## config.mk

```make
export PLATFORM = sky130hd
export DESIGN_NAME = pmr_mii_mgmt
export DESIGN_NICKNAME = d
export VERILOG_FILES = /design/src/common/pmr_pkg.sv /design/src/design/pmr_sync2.sv /design/src/design/pmr_phy_regs.sv /design/src/design/pmr_mii_mgmt.sv
export VERILOG_INCLUDE_DIRS = /design/src /design/src/common
export SDC_FILE = /design/constraint.sdc
export NUM_CORES = 1
export LEC_CHECK = 0
export ABC_CLOCK_PERIOD_IN_PS = 5400
export BUFFER_PORTS_ARGS = -buffer_cell sky130_fd_sc_hd__buf_2
export CAP_MARGIN = 20
export CORE_ASPECT_RATIO = 1.5
export CORE_MARGIN = 4
export CORE_UTILIZATION = 63
export CTS_CLUSTER_SIZE = 10
export DETAILED_ROUTE_END_ITERATION = 16
export PLACE_DENSITY = 0.86
export SLEW_MARGIN = 20
export SYNTH_ARGS = -nofsm -noshare
export SYNTH_HDL_FRONTEND = slang
export SYNTH_HIERARCHICAL = 1
export SYNTH_SLANG_ARGS = --single-unit
```

## constraint.sdc

```tcl
create_clock -name sys_clk_i -period 5.4 [get_ports sys_clk_i]
set_input_delay 1.08 -clock sys_clk_i [delete_from_list [all_inputs] [get_ports sys_clk_i]]
set_output_delay 1.08 -clock sys_clk_i [all_outputs]
set_load 0.03 [all_outputs]
```

## src/common/pmr_params.svh

```systemverilog
// constants for the phy management register bank: addresses, field positions, reset values, frame counts
`ifndef PMR_PARAMS_SVH
`define PMR_PARAMS_SVH
// What this block does
// - status shows fixed 100/10 full/half abilities
// - four-pair ability bit always reads zero
// - autoneg complete bit follows negotiation, resets zero
// - fiber far-end fault bit shows partner fault
// - autoneg ability bit reads constant one
// - link bit follows link state, resets zero
// - extended, preamble suppression, jabber bits read zero
// - writable pause advertisement bit, default one
// - five writable mode advertisement bits, default one except the four-pair bit
// - selector reads 0x01; next page, remote fault zero
// - partner pause ability captured, read-only, reset zero
// - partner duplex abilities captured, read-only, reset zero
// - write one starts cable test; self-clears
// - enable reading zero means results valid
// - result code: normal, open, short, failed
// - flag marks short closer than ten metres
// - nine-bit fault distance count, 0.4 m steps
// - answers phy addresses 1,2; registers 1-5,1D, all others read zero

// ****************************************
// register addresses and phy addresses
// ****************************************
`define PMR_REG_STATUS 5'h01
`define PMR_REG_ID_HIGH 5'h02
`define PMR_REG_ID_LOW 5'h03
`define PMR_REG_ADV 5'h04
`define PMR_REG_LP 5'h05
`define PMR_REG_CABLE 5'h1D
`define PMR_PHY_ADDR_ONE 5'h01
`define PMR_PHY_ADDR_TWO 5'h02

// ****************************************
// status register fields
// ****************************************
`define PMR_ST_T4 15
`define PMR_ST_100FD 14
`define PMR_ST_100HD 13
`define PMR_ST_10FD 12
`define PMR_ST_10HD 11
`define PMR_ST_RSV_HI 10
`define PMR_ST_RSV_LO 7
`define PMR_ST_PRE_SUP 6
`define PMR_ST_AN_DONE 5
`define PMR_ST_FAR_FAULT 4
`define PMR_ST_AN_ABLE 3
`define PMR_ST_LINK 2
`define PMR_ST_JABBER 1
`define PMR_ST_EXT 0

// ****************************************
// advertisement, partner and cable fields
// ****************************************
`define PMR_ADV_HI 10
`define PMR_ADV_LO 5
`define PMR_ADV_RESET 6'h2F
`define PMR_ADV_SELECTOR 5'h01
`define PMR_LP_LOW 5'h01
`define PMR_CD_EN 15
`define PMR_CDT_NORMAL 2'h0
`define PMR_CDT_OPEN 2'h1
`define PMR_CDT_SHORT 2'h2
`define PMR_CDT_FAILED 2'h3

// ****************************************
// management frame counts
// ****************************************
`define PMR_PREAMBLE_BITS 6'h20
`define PMR_HDR_LAST 5'h0D
`define PMR_DATA_LAST 5'h0F
`define PMR_START_CODE 2'h1
`define PMR_OP_READ 2'h2
`define PMR_OP_WRITE 2'h1

`endif

```

## src/common/pmr_pkg.sv

```systemverilog
// types shared by the phy management register bank
package pmr_pkg;
    // management frame phases
    typedef enum logic [1:0] {st_preamble, st_header, st_turn, st_data} pmr_state_type;
    typedef logic [15:0] pmr_word_type;
    typedef logic [4:0] pmr_addr_type;
endpackage

```

## src/design/pmr_sync2.sv

```systemverilog
// two-flop synchroniser for pins from outside the clock domain
module pmr_sync2 #(
    parameter int WIDTH = 2
) (
    // clock and reset
    input wire logic sys_clk_i,
    input wire logic rst_n_i,
    // async in, synced out
    input wire logic [WIDTH-1:0] async_i,
    output logic [WIDTH-1:0] sync_o
);
    logic [WIDTH-1:0] meta_ff;
    logic [WIDTH-1:0] sync_ff;

    // first stage feeds only the second
    always_ff @(posedge sys_clk_i) begin
        if (!rst_n_i) begin
            meta_ff <= '0;
            sync_ff <= '0;
        end else begin
            meta_ff <= async_i;
            sync_ff <= meta_ff;
        end
    end

    assign sync_o = sync_ff;
endmodule // pmr_sync2

```

## src/design/pmr_phy_regs.sv

```systemverilog
// register set of one embedded phy: status, identifiers, advertisement, partner ability, cable test
`include "pmr_params.svh"
module pmr_phy_regs
    import pmr_pkg::*;
#(
    parameter logic [15:0] ID_HIGH = 16'hA5C3, // arbitrary value
    parameter logic [15:0] ID_LOW = 16'h3C5A // arbitrary value
) (
    // clock and reset
    input wire logic sys_clk_i,
    input wire logic rst_n_i,
    // management access
    input wire pmr_addr_type reg_addr_i,
    input wire logic wr_stb_i,
    input wire pmr_word_type wr_data_i,
    output pmr_word_type rd_data_o,
    // line state from phy logic
    input wire logic link_up_i,
    input wire logic an_done_i,
    input wire logic fiber_mode_i,
    input wire logic far_fault_i,
    input wire logic lp_capture_i,
    input wire logic [4:0] lp_ability_i,
    // cable test front end
    input wire logic cable_done_i,
    input wire logic [1:0] cable_result_i,
    input wire logic cable_short_i,
    input wire logic [8:0] cable_count_i,
    output logic cable_start_o,
    // advertised abilities to negotiation
    output logic [5:0] adv_ability_o
);
    logic link_ff, an_ff, fef_ff, cd_en_ff, short_ff;
    logic [5:0] adv_ff;
    logic [4:0] lp_ff;
    logic [1:0] res_ff;
    logic [8:0] cnt_ff;
    logic nxt_cd_en;
    pmr_word_type status_word, adv_word, lp_word, cable_word;
    logic wr_adv, wr_cable, start;

    // ****************************************
    // write decode
    // ****************************************
    assign wr_adv = wr_stb_i && (reg_addr_i == `PMR_REG_ADV);
    assign wr_cable = wr_stb_i && (reg_addr_i == `PMR_REG_CABLE);
    assign start = wr_cable && wr_data_i[`PMR_CD_EN] && (!cd_en_ff || cable_done_i);
    assign nxt_cd_en = start ? 1'b1 : (cable_done_i ? 1'b0 : cd_en_ff);

    // status sampling, advertisement and capture
    always_ff @(posedge sys_clk_i) begin
        if (!rst_n_i) begin
            link_ff <= 1'b0;
            an_ff <= 1'b0;
            fef_ff <= 1'b0;
            adv_ff <= `PMR_ADV_RESET;
            lp_ff <= 5'h00;
            cd_en_ff <= 1'b0;
            res_ff <= `PMR_CDT_NORMAL;
            short_ff <= 1'b0;
            cnt_ff <= 9'h000;
        end else begin
            link_ff <= link_up_i;
            an_ff <= an_done_i;
            fef_ff <= fiber_mode_i && far_fault_i;
            if (wr_adv) adv_ff <= wr_data_i[`PMR_ADV_HI:`PMR_ADV_LO];
            if (lp_capture_i) lp_ff <= lp_ability_i;
            cd_en_ff <= nxt_cd_en;
            if (cable_done_i && cd_en_ff) begin
                res_ff <= cable_result_i;
                short_ff <= cable_short_i;
                cnt_ff <= cable_count_i;
            end
        end
    end

    // ****************************************
    // read words
    // ****************************************
    assign status_word[`PMR_ST_T4] = 1'b0;
    assign status_word[`PMR_ST_100FD] = 1'b1;
    assign status_word[`PMR_ST_100HD] = 1'b1;
    assign status_word[`PMR_ST_10FD] = 1'b1;
    assign status_word[`PMR_ST_10HD] = 1'b1;
    assign status_word[`PMR_ST_RSV_HI:`PMR_ST_RSV_LO] = 4'h0;
    assign status_word[`PMR_ST_PRE_SUP] = 1'b0;
    assign status_word[`PMR_ST_AN_DONE] = an_ff;
    assign status_word[`PMR_ST_FAR_FAULT] = fef_ff;
    assign status_word[`PMR_ST_AN_ABLE] = 1'b1;
    assign status_word[`PMR_ST_LINK] = link_ff;
    assign status_word[`PMR_ST_JABBER] = 1'b0;
    assign status_word[`PMR_ST_EXT] = 1'b0;
    assign adv_word = {5'h00, adv_ff, `PMR_ADV_SELECTOR};
    assign lp_word = {5'h00, lp_ff[4], 1'b0, lp_ff[3:0], `PMR_LP_LOW};
    assign cable_word = {cd_en_ff, res_ff, short_ff, 3'h0, cnt_ff};

    // identifiers are constants, unlisted addresses read zero
    assign rd_data_o = (reg_addr_i == `PMR_REG_STATUS) ? status_word :
                       (reg_addr_i == `PMR_REG_ID_HIGH) ? ID_HIGH :
                       (reg_addr_i == `PMR_REG_ID_LOW) ? ID_LOW :
                       (reg_addr_i == `PMR_REG_ADV) ? adv_word :
                       (reg_addr_i == `PMR_REG_LP) ? lp_word :
                       (reg_addr_i == `PMR_REG_CABLE) ? cable_word : 16'h0000;
    assign cable_start_o = start;
    assign adv_ability_o = adv_ff;
endmodule // pmr_phy_regs

```

## src/design/pmr_mii_mgmt.sv

```systemverilog
// management frame slave and register bank for the two embedded phys
`include "pmr_params.svh"
module pmr_mii_mgmt
    import pmr_pkg::*;
#(
    parameter logic [4:0] PHY_ADDR_ONE = `PMR_PHY_ADDR_ONE,
    parameter logic [4:0] PHY_ADDR_TWO = `PMR_PHY_ADDR_TWO,
    parameter logic [5:0] PREAMBLE_BITS = `PMR_PREAMBLE_BITS
) (
    // clock and reset
    input wire logic sys_clk_i,
    input wire logic rst_n_i,
    // management pins
    input wire logic mdc_i,
    input wire logic mdio_i,
    output logic mdio_o,
    output logic mdio_oe_o,
    // line state, bit 0 for port one, bit 1 for port two; partner ability bits 4:0 for port one, 9:5 for port two
    input wire logic [1:0] link_up_i,
    input wire logic [1:0] an_done_i,
    input wire logic [1:0] fiber_mode_i,
    input wire logic [1:0] far_fault_i,
    input wire logic [1:0] lp_capture_i,
    input wire logic [9:0] lp_ability_i,
    // cable test front end
    input wire logic [1:0] cable_done_i,
    input wire logic [3:0] cable_result_i,
    input wire logic [1:0] cable_short_i,
    input wire logic [17:0] cable_count_i,
    output logic [1:0] cable_start_o,
    // advertised abilities
    output logic [11:0] adv_ability_o
);
    // ****************************************
    // parameter checks
    // ****************************************
    generate
        if (PHY_ADDR_ONE == PHY_ADDR_TWO) begin : g_bad_addr
            $error("the two phy addresses must differ");
        end
        if (PREAMBLE_BITS == 6'h00) begin : g_bad_pre
            $error("preamble length must be at least one bit");
        end
    endgenerate

    // address match for one of the two phys
    function automatic logic phy_hit(input pmr_addr_type addr, input logic idx);
        phy_hit = (addr == (idx ? PHY_ADDR_TWO : PHY_ADDR_ONE));
    endfunction

    // synchronised pins and edge finder
    logic [1:0] pins_s;
    logic mdc_s;
    logic mdio_s;
    logic mdc_prev_ff;
    logic mdc_rise;

    // sequencer registers and their next values
    pmr_state_type state_ff;
    pmr_state_type nxt_state;
    logic [5:0] pre_cnt_ff;
    logic [5:0] nxt_pre_cnt;
    logic [4:0] bit_cnt_ff;
    logic [4:0] nxt_bit_cnt;
    logic [13:0] hdr_ff;
    logic [13:0] nxt_hdr;
    pmr_word_type shift_ff;
    pmr_word_type nxt_shift;

    // pin drive and write strobe
    logic oe_ff;
    logic nxt_oe;
    logic out_ff;
    logic nxt_out;
    logic wr_stb_ff;
    logic nxt_wr_stb;

    // header decode and read selection
    logic [13:0] hdr_in;
    logic frame_ok;
    logic read_op;
    logic hit_any;
    logic hit_two;
    pmr_addr_type phy_addr;
    pmr_addr_type reg_addr;
    pmr_word_type rd_data [2];
    pmr_word_type rd_sel;

    // ****************************************
    // pin sampling
    // ****************************************
    pmr_sync2 #(.WIDTH(2)) u_sync (
        .sys_clk_i(sys_clk_i),
        .rst_n_i(rst_n_i),
        .async_i({mdc_i, mdio_i}),
        .sync_o(pins_s)
    );
    assign mdc_s = pins_s[1];
    assign mdio_s = pins_s[0];

    // management clock edge finder
    always_ff @(posedge sys_clk_i) begin
        if (!rst_n_i) begin
            mdc_prev_ff <= 1'b0;
        end else begin
            mdc_prev_ff <= mdc_s;
        end
    end
    assign mdc_rise = mdc_s && !mdc_prev_ff;

    // ****************************************
    // frame decode
    // ****************************************
    assign hdr_in = {hdr_ff[12:0], mdio_s};
    assign frame_ok = (hdr_in[13:12] == `PMR_START_CODE) &&
                      ((hdr_in[11:10] == `PMR_OP_READ) || (hdr_in[11:10] == `PMR_OP_WRITE));
    assign read_op = (hdr_ff[11:10] == `PMR_OP_READ);
    assign phy_addr = hdr_ff[9:5];
    assign reg_addr = hdr_ff[4:0];
    assign hit_two = phy_hit(phy_addr, 1'b1);
    assign hit_any = phy_hit(phy_addr, 1'b0) || hit_two;

    // read word of the addressed phy
    assign rd_sel = hit_two ? rd_data[1] : rd_data[0];

    // ****************************************
    // frame sequencer, advances on management clock rises
    // ****************************************
    always_comb begin
        nxt_state = state_ff;
        nxt_pre_cnt = pre_cnt_ff;
        nxt_bit_cnt = bit_cnt_ff;
        nxt_hdr = hdr_ff;
        nxt_shift = shift_ff;
        nxt_oe = oe_ff;
        nxt_out = out_ff;
        nxt_wr_stb = 1'b0;
        if (mdc_rise) begin
            case (state_ff)
                st_preamble: begin
                    // full preamble always required, no suppression
                    if (mdio_s) begin
                        if (pre_cnt_ff != PREAMBLE_BITS) begin
                            nxt_pre_cnt = pre_cnt_ff + 6'h01;
                        end
                    end else begin
                        if (pre_cnt_ff == PREAMBLE_BITS) begin
                            nxt_state = st_header;
                            nxt_bit_cnt = 5'h01;
                            nxt_hdr = 14'h0000;
                        end
                        nxt_pre_cnt = 6'h00;
                    end
                end
                st_header: begin
                    nxt_hdr = hdr_in;
                    nxt_bit_cnt = bit_cnt_ff + 5'h01;
                    if (bit_cnt_ff == `PMR_HDR_LAST) begin
                        nxt_bit_cnt = 5'h00;
                        nxt_state = frame_ok ? st_turn : st_preamble;
                    end
                end
                st_turn: begin
                    if (bit_cnt_ff == 5'h00) begin
                        // second turnaround bit driven low by us
                        if (read_op && hit_any) begin
                            nxt_oe = 1'b1;
                            nxt_out = 1'b0;
                            nxt_shift = rd_sel;
                        end
                        nxt_bit_cnt = 5'h01;
                    end else begin
                        if (read_op && hit_any) begin
                            nxt_out = shift_ff[15];
                            nxt_shift = {shift_ff[14:0], 1'b0};
                        end
                        nxt_bit_cnt = 5'h00;
                        nxt_state = st_data;
                    end
                end
                st_data: begin
                    if (read_op) begin
                        nxt_out = shift_ff[15];
                        nxt_shift = {shift_ff[14:0], 1'b0};
                    end else begin
                        nxt_shift = {shift_ff[14:0], mdio_s};
                    end
                    nxt_bit_cnt = bit_cnt_ff + 5'h01;
                    if (bit_cnt_ff == `PMR_DATA_LAST) begin
                        nxt_state = st_preamble;
                        nxt_bit_cnt = 5'h00;
                        nxt_oe = 1'b0;
                        nxt_out = 1'b0;
                        nxt_wr_stb = !read_op && hit_any;
                    end
                end
                default: begin
                    nxt_state = st_preamble;
                    nxt_bit_cnt = 5'h00;
                    nxt_oe = 1'b0;
                end
            endcase
        end
    end

    // sequencer state
    always_ff @(posedge sys_clk_i) begin
        if (!rst_n_i) begin
            state_ff <= st_preamble;
            pre_cnt_ff <= 6'h00;
            bit_cnt_ff <= 5'h00;
            hdr_ff <= 14'h0000;
            shift_ff <= 16'h0000;
            oe_ff <= 1'b0;
            out_ff <= 1'b0;
            wr_stb_ff <= 1'b0;
        end else begin
            state_ff <= nxt_state;
            pre_cnt_ff <= nxt_pre_cnt;
            bit_cnt_ff <= nxt_bit_cnt;
            hdr_ff <= nxt_hdr;
            shift_ff <= nxt_shift;
            oe_ff <= nxt_oe;
            out_ff <= nxt_out;
            wr_stb_ff <= nxt_wr_stb;
        end
    end

    assign mdio_o = out_ff;
    assign mdio_oe_o = oe_ff;

    // ****************************************
    // per-phy register sets
    // ****************************************
    generate
        for (genvar i = 0; i < 2; i++) begin : g_phy
            pmr_phy_regs u_regs (
                .sys_clk_i(sys_clk_i),
                .rst_n_i(rst_n_i),
                .reg_addr_i(reg_addr),
                .wr_stb_i(wr_stb_ff && phy_hit(phy_addr, 1'(i))),
                .wr_data_i(shift_ff),
                .rd_data_o(rd_data[i]),
                .link_up_i(link_up_i[i]),
                .an_done_i(an_done_i[i]),
                .fiber_mode_i(fiber_mode_i[i]),
                .far_fault_i(far_fault_i[i]),
                .lp_capture_i(lp_capture_i[i]),
                .lp_ability_i(lp_ability_i[i*5 +: 5]),
                .cable_done_i(cable_done_i[i]),
                .cable_result_i(cable_result_i[i*2 +: 2]),
                .cable_short_i(cable_short_i[i]),
                .cable_count_i(cable_count_i[i*9 +: 9]),
                .cable_start_o(cable_start_o[i]),
                .adv_ability_o(adv_ability_o[i*6 +: 6])
            );
        end
    endgenerate
endmodule // pmr_mii_mgmt

```

Word level (Yosys, flattened, before mapping)
Cells that the tools add are included.
{"block": "totals", "reg_bits": 104, "elab_cells": 149, "out_inout_bits": 16, "in_bits": 50}
{"block": "classes", "muxes": 50, "eq_ne": 28, "reduce_logical": 40, "addsub": 2}
{"cell": "16-bit 2-to-1 mux", "n": 16}
{"cell": "16-bit one-hot mux with 2 select lines", "n": 1}
{"cell": "13-bit 2-to-1 mux", "n": 2}
{"cell": "13-bit one-hot mux with 2 select lines", "n": 1}
{"cell": "5-bit 2-to-1 mux", "n": 4}
{"cell": "5-bit one-hot mux with 4 select lines", "n": 1}
{"cell": "1-bit logical AND", "n": 18}
{"cell": "2-bit != test (second input constant)", "n": 8}
{"cell": "5-bit by 2-bit equality test with 1-bit output (second input constant)", "n": 3}
{"cell": "1-bit 2-to-1 mux", "n": 14}
{"cell": "2-bit 2-to-1 mux", "n": 6}
{"cell": "6-bit 2-to-1 mux", "n": 2}
{"cell": "4-bit AND reduction", "n": 3}
{"cell": "5-bit by 1-bit equality test with 1-bit output (second input constant)", "n": 2}
{"cell": "5-bit by 3-bit equality test with 1-bit output (second input constant)", "n": 2}
{"cell": "5-bit by 4-bit equality test with 1-bit output (second input constant)", "n": 2}
{"cell": "3-bit AND reduction", "n": 3}
{"cell": "2-bit equality test (second input constant)", "n": 4}
{"cell": "2-bit one-hot mux with 4 select lines", "n": 1}
{"cell": "2-bit nonzero test", "n": 4}
{"cell": "6-bit by 1-bit adder with 6-bit output (second input constant)", "n": 1}
{"cell": "2-bit by 1-bit equality test with 1-bit output (second input constant)", "n": 3}
{"cell": "6-bit equality test (second input constant)", "n": 1}
{"cell": "6-bit != test (second input constant)", "n": 1}
{"cell": "10 further kinds", "n": 17}

Longest topological paths before layout
{"block": "depth", "ltp_word": 11, "ltp_mapped": 8}

Cells and area by module
Netlist, hierarchy kept.
{"mod": "pmr_phy_regs", "cells_each": 154, "area_per_inst_um2": 1353.8, "n_inst": 2}
{"mod": "pmr_mii_mgmt", "cells_each": 299, "area_per_inst_um2": 2442.3, "n_inst": 1}
{"mod": "pmr_sync2", "cells_each": 8, "area_per_inst_um2": 105.1, "n_inst": 1}

Worst setup path after synthesis
No wires, ideal clock.
{"block": "synth_path", "path_type": "register -> output", "from": "reg hdr_ff[7]", "to": "out cable_start_o[1]", "stages_incl_launch_ff": 6, "required_time_ns": 4.320, "n_path_buf": 1, "setup_slack_ns": 2.011, "arrival_time_ns": 2.309, "cell_sequence": "dfxtp_1 > nor3_1 > clkbuf_1 > and3_1 > nand2_1 > nor4_1"}
{"block": "synth_between", "elab_chain_cells": 5}
{"item": "start, declared", "line_no": "pmr_mii_mgmt.sv:65", "text": "logic [13:0] hdr_ff;"}
{"item": "start signal, assigned", "line_no": "pmr_mii_mgmt.sv:221", "text": "hdr_ff <= nxt_hdr;"}
{"item": "5-bit by 2-bit equality test with 1-bit output", "line_no": "pmr_mii_mgmt.sv:48", "text": "phy_hit = (addr == (idx ? PHY_ADDR_TWO : PHY_ADDR_ONE));"}
{"item": "1-bit logical AND", "line_no": "pmr_mii_mgmt.sv:241", "text": ".wr_stb_i(wr_stb_ff && phy_hit(phy_addr, 1'(i))),"}
{"item": "1-bit logical AND", "line_no": "pmr_phy_regs.sv:46", "text": "assign wr_cable = wr_stb_i && (reg_addr_i == `PMR_REG_CABLE);"}
{"item": "1-bit logical AND (2 in a row)", "line_no": "pmr_phy_regs.sv:47", "text": "assign start = wr_cable && wr_data_i[`PMR_CD_EN] && (!cd_en_ff || cable_done_i);"}
{"item": "end, declared", "line_no": "pmr_mii_mgmt.sv:30", "text": "output logic [1:0] cable_start_o,"}
Every way passes these cells.

Worst setup path after layout
{"block": "layout_path", "from": "reg hdr_ff[7]", "to": "out cable_start_o[0]"}
{"block": "layout_between", "elab_chain_cells": 5}
{"item": "5-bit by 1-bit equality test with 1-bit output", "line_no": "pmr_mii_mgmt.sv:48"}
{"item": "1-bit logical AND", "line_no": "pmr_mii_mgmt.sv:241"}
{"item": "1-bit logical AND", "line_no": "pmr_phy_regs.sv:46"}
{"item": "1-bit logical AND (2 in a row)", "line_no": "pmr_phy_regs.sv:47"}
Every way passes these cells.

==> reports/qor.csv <==
stage,metric,value,unit
sta,Fmax,287,MHz
yosys,top_reg_cell synth,dfxtp_1,
yosys,cell area after synthesis,5260,um^2
yosys,Post-Syn Area per Cell,8.54,um^2
final_layout,Area Overhead vs Synth,12.3,%
final_layout,share of layout cells above drive strength 1,0.143,
die,I/O Pins,66,
clock_tree,# hold bufs at CTS,0,
worst_setup_path,CP Buf/Inv Count,1,
worst_setup_path,family with the most delay on the worst path,simple AND/OR/NAND/NOR gates,
die,chip height,120,um
clock_tree,H-Tree Depth,3,
sta,WHS,0.437,ns
worst_setup_path,worst r2r path cells,7,
placed_design,placer congestion estimate,0.900,
die,Die W,82.6,um
sta,Clock Skews,0.00791,ns
clock_tree,post-CTS setup buffer count,0,
clock_tree,clock buffer depth,2,
worst_setup_path,ordered list of cells on the worst path,"or3_1, nor3_1, nand2_1, nor4_1, buf_2",
worst_setup_path,critical path peak fanout,19,
yosys,sequential share of the synthesized area,0.396,
worst_hold_path,Hold/Removal Path Class,reg -> reg,
die,core area,8060,um^2
die,Starting Density,0.652,
sta,Tcrit/Tclk final,0.646,
global_routing,pin count of the biggest net entering global routing,80,
sta,Worst Max-Slew Pin Slew,0.905,ns
final_layout,final-stage net count,716,
route,routed vias,4692,
global_routing,initial antenna violation count,0,
worst_hold_path,Hold Path Stages,1,
yosys,Cell variety after synth,57,
placed_design,DP HPWL,9860,um
flow_run,maxcap violations,0,
route,DRC Markers,0,
worst_setup_path,crit start category,flip-flop,
die,row cnt,40,
global_routing,vias in the first global route,4644,
clock_tree,Worst-path clk slew,0.07,ns
route,routed wire length,13500,um
power,Pwr Density,253,nW/um^2
sta,RSZ-0062 raised after global routing,no,
sta,Final Slew Violations,0,
clock_tree,Num CTS Buffers,9,
clock_tree,"Clk Latency, worst-skew pair",0.35,ns
route,initial drt markers,275,
final_layout,fillers,629,
final_layout,Antenna diodes,0,
clock_tree,clock root cell,clkbuf_16,
route,wire length per cell,17.6,um
final_layout,FF/Latch Area,2080,um^2
yosys,asr flop ratio synth,0,
yosys,yosys warns,6,
global_routing,Total GRT Usage,0.280,
final_layout,area of the multi-input gates,3000,um^2
global_routing,total gr overflow,0,
worst_setup_path,slowest cell delay on critical path,0.59,ns
worst_setup_path,Worst path slowest cell,or3_1,
route,DR vias/cell,6.11,
route,DRT Pass-1 Iters,6,
sta,setup TNS,0,ns
die,die area,9900,um^2
power,leak pwr,2.20,nW
power,Max VDD drop,256,uV
sta,Setup Viol. Count Final,0,
yosys,"EDFF count, synth",0,
yosys,#FFs+latches synth,104,
sta,Slew headroom,0.397,
worst_setup_path,Worst Setup Path Type,reg -> out,
clock_tree,CTS tree,done,
worst_setup_path,Worst R2R Start,hdr_ff[0]$_SDFFE_PN0P_,
worst_hold_path,Hold Path Sink,u_sync/sync_o[1]$_SDFF_PN0_,
placed_design,IO buf count,65,
outcome,status,"complete, no violations",
worst_setup_path,R2R setup slack,2.93,ns
global_routing,first-pass GRT wire length,21300,um
clock_tree,Sink Count,104,
worst_setup_path,Crit. End Element,output port,
clock_tree,PostCTS Resize Cnt,0,
sta,Tmin final,3.49,ns
worst_setup_path,CP Data Required Time,4.32,ns
worst_hold_path,Worst Min Path Start,u_sync/meta_ff[1]$_SDFF_PN0_,
worst_setup_path,Worst EP arrival,2.41,ns
yosys,Cells after Synth,615,
sta,hold violation total from the final report,0,
yosys,synthesized net count,672,
route,Detail Route Antenna Nets,0,
worst_setup_path,Reg-to-Reg End,shift_ff[5]$_SDFFE_PN0P_,
through the flow:
step / setup slack [ns] / total power, W / area (um^2) / utilization / instances
6_report: 1.91 / 0.00149 / 5900 / 0.733 / 768
5_1_grt: 1.89 / 0.00153 / 5900 / 0.733 / 768
4_1_cts: 1.95 / 0.00150 / 5900 / 0.732 / 768
3_5_place_dp: 2.27 / 0.000853 / 5600 / 0.695 / 753
3_3_place_gp: 2.33 / 0.000851 / 5600 / 0.695 / 753
2_1_floorplan: 2.01 / 0.000827 / 5260 / - / 615
synth_stat cells, types with 3 or more instances:
| cell | number | area share |
|---|---|---|
| ha_1 | 7 | 0.017 |
| nand2_1 | 81 | 0.058 |
| a22o_1 | 6 | 0.010 |
| nand4b_1 | 4 | 0.0067 |
| xnor2_1 | 3 | 0.0050 |
| nand3_1 | 36 | 0.034 |
| a21boi_0 | 28 | 0.040 |
| mux2i_1 | 26 | 0.050 |
| buf_2 | 4 | 0.0038 |
| inv_1 | 9 | 0.0064 |
| nor2_1 | 27 | 0.019 |
| a221o_1 | 8 | 0.015 |
| or3_1 | 3 | 0.0036 |
| a21o_1 | 6 | 0.0086 |
| dfxtp_1 | 104 | 0.40 |
| nand4_1 | 3 | 0.0036 |
| a31oi_1 | 3 | 0.0036 |
| nor2b_1 | 37 | 0.044 |
| a21oi_1 | 21 | 0.020 |
| a32o_1 | 17 | 0.032 |
| mux2_2 | 5 | 0.011 |
| o21ai_0 | 36 | 0.034 |
| and2_1 | 17 | 0.020 |
| nor4b_1 | 3 | 0.0050 |
| and3_1 | 7 | 0.0083 |
| and4b_1 | 3 | 0.0057 |
| nand2b_1 | 24 | 0.029 |
| nor3_1 | 10 | 0.0095 |
| xor2_1 | 4 | 0.0067 |
| clkbuf_1 | 32 | 0.023 |
registers in the layout, summed over array words and instances (netlist names), named ones only:
signal,flops
bit_cnt_ff,5
g_phy.u_regs/adv_ability_o,12
g_phy.u_regs/an_ff,2
g_phy.u_regs/cd_en_ff,2
g_phy.u_regs/cnt_ff,18
g_phy.u_regs/fef_ff,2
g_phy.u_regs/link_ff,2
g_phy.u_regs/lp_ff,10
g_phy.u_regs/res_ff,4
g_phy.u_regs/short_ff,2
hdr_ff,13
mdc_prev_ff,1
mdio_o,1
mdio_oe_o,1
pre_cnt_ff,6
shift_ff,16
state_ff,1
u_sync/meta_ff,2
u_sync/sync_o,2
wr_stb_ff,1
layer usage:
layer	part of all wire	track usage	vias to the layer above	wire length, um
met4	0.060	0.208	0	818
li1	-	-	2293	-
met2	0.52	0.489	156	6990
met3	0.049	0.0413	52	663
met5	0	0	-	0
met1	0.37	0.290	2191	5060
layout by cell type (no fill, tap or decap), types with 3 or more instances in the layout:
master | Yosys | layout
nand2b_1 | 24 | 24
and3_1 | 7 | 7
a32o_1 | 17 | 17
a21o_1 | 6 | 6
clkbuf_16 | 0 | 9
nor2b_1 | 37 | 36
nor4b_1 | 3 | 3
mux2i_1 | 26 | 26
a22o_1 | 6 | 6
and4b_1 | 3 | 3
ha_1 | 7 | 7
mux2_2 | 5 | 5
nand4_1 | 3 | 3
dfxtp_1 | 104 | 104
nand3_1 | 36 | 36
a221o_1 | 8 | 8
and2_1 | 17 | 17
a21oi_1 | 21 | 21
buf_2 | 4 | 65
nand4b_1 | 4 | 4
or3_1 | 3 | 3
inv_1 | 9 | 9
nand2_1 | 81 | 81
buf_4 | 0 | 4
o21ai_0 | 36 | 36
nor2_1 | 27 | 27
xnor2_1 | 3 | 3
a21boi_0 | 28 | 28
xor2_1 | 4 | 4
nor3_1 | 10 | 10
a31oi_1 | 3 | 3
cells by family (layout without fill, tap and decap cells):
| group | Yosys count | after routing | synth area share |
|---|---|---|---|
| AOI/OAI and AO/OA | 146 | 146 | 0.197 |
| xor gates and xnor gates | 7 | 7 | 0.0117 |
| adders and majority gates | 7 | 7 | 0.0167 |
| buffers and inverters | 45 | 93 | 0.0331 |
| DFF | 104 | 104 | 0.396 |
| muxes | 31 | 31 | 0.0602 |
| and+or+nand+nor | 275 | 275 | 0.285 |
area by class of cell:
| cell class | instances | area share |
|---|---|---|
| multi-input cells | 466 | 0.508 |
| well taps | 105 | 0.0223 |
| flip-flops and latches | 104 | 0.353 |
| clock inverters | 2 | 0.00657 |
| clock buffers | 13 | 0.0441 |
| repair buffers | 69 | 0.0602 |
| inverters | 9 | 0.00572 |
worst max path at each step:
stage | start | end | slack [ns] | cells after the start
6_report | hdr_ff[7]$_SDFFE_PN0P_ | cable_start_o[0] | 1.91 | 5
5_1_grt | hdr_ff[7]$_SDFFE_PN0P_ | cable_start_o[0] | 1.89 | 5
4_1_cts | hdr_ff[6]$_SDFFE_PN0P_ | cable_start_o[1] | 1.95 | 5
3_5_place_dp | rst_n_i | shift_ff[6]$_SDFFE_PN0P_ | 2.27 | 5
3_3_place_gp | rst_n_i | shift_ff[5]$_SDFFE_PN0P_ | 2.33 | 5
2_1_floorplan | hdr_ff[7]$_SDFFE_PN0P_ | cable_start_o[1] | 2.01 | 5
power by group:
group          internal [W]  switching, W   total, W
combinational     0.0000284     0.0000271  0.0000555
sequential         0.000775    0.00000593   0.000781
clock              0.000383      0.000274   0.000657
No activity file was read; power rests on OpenSTA's default activity.
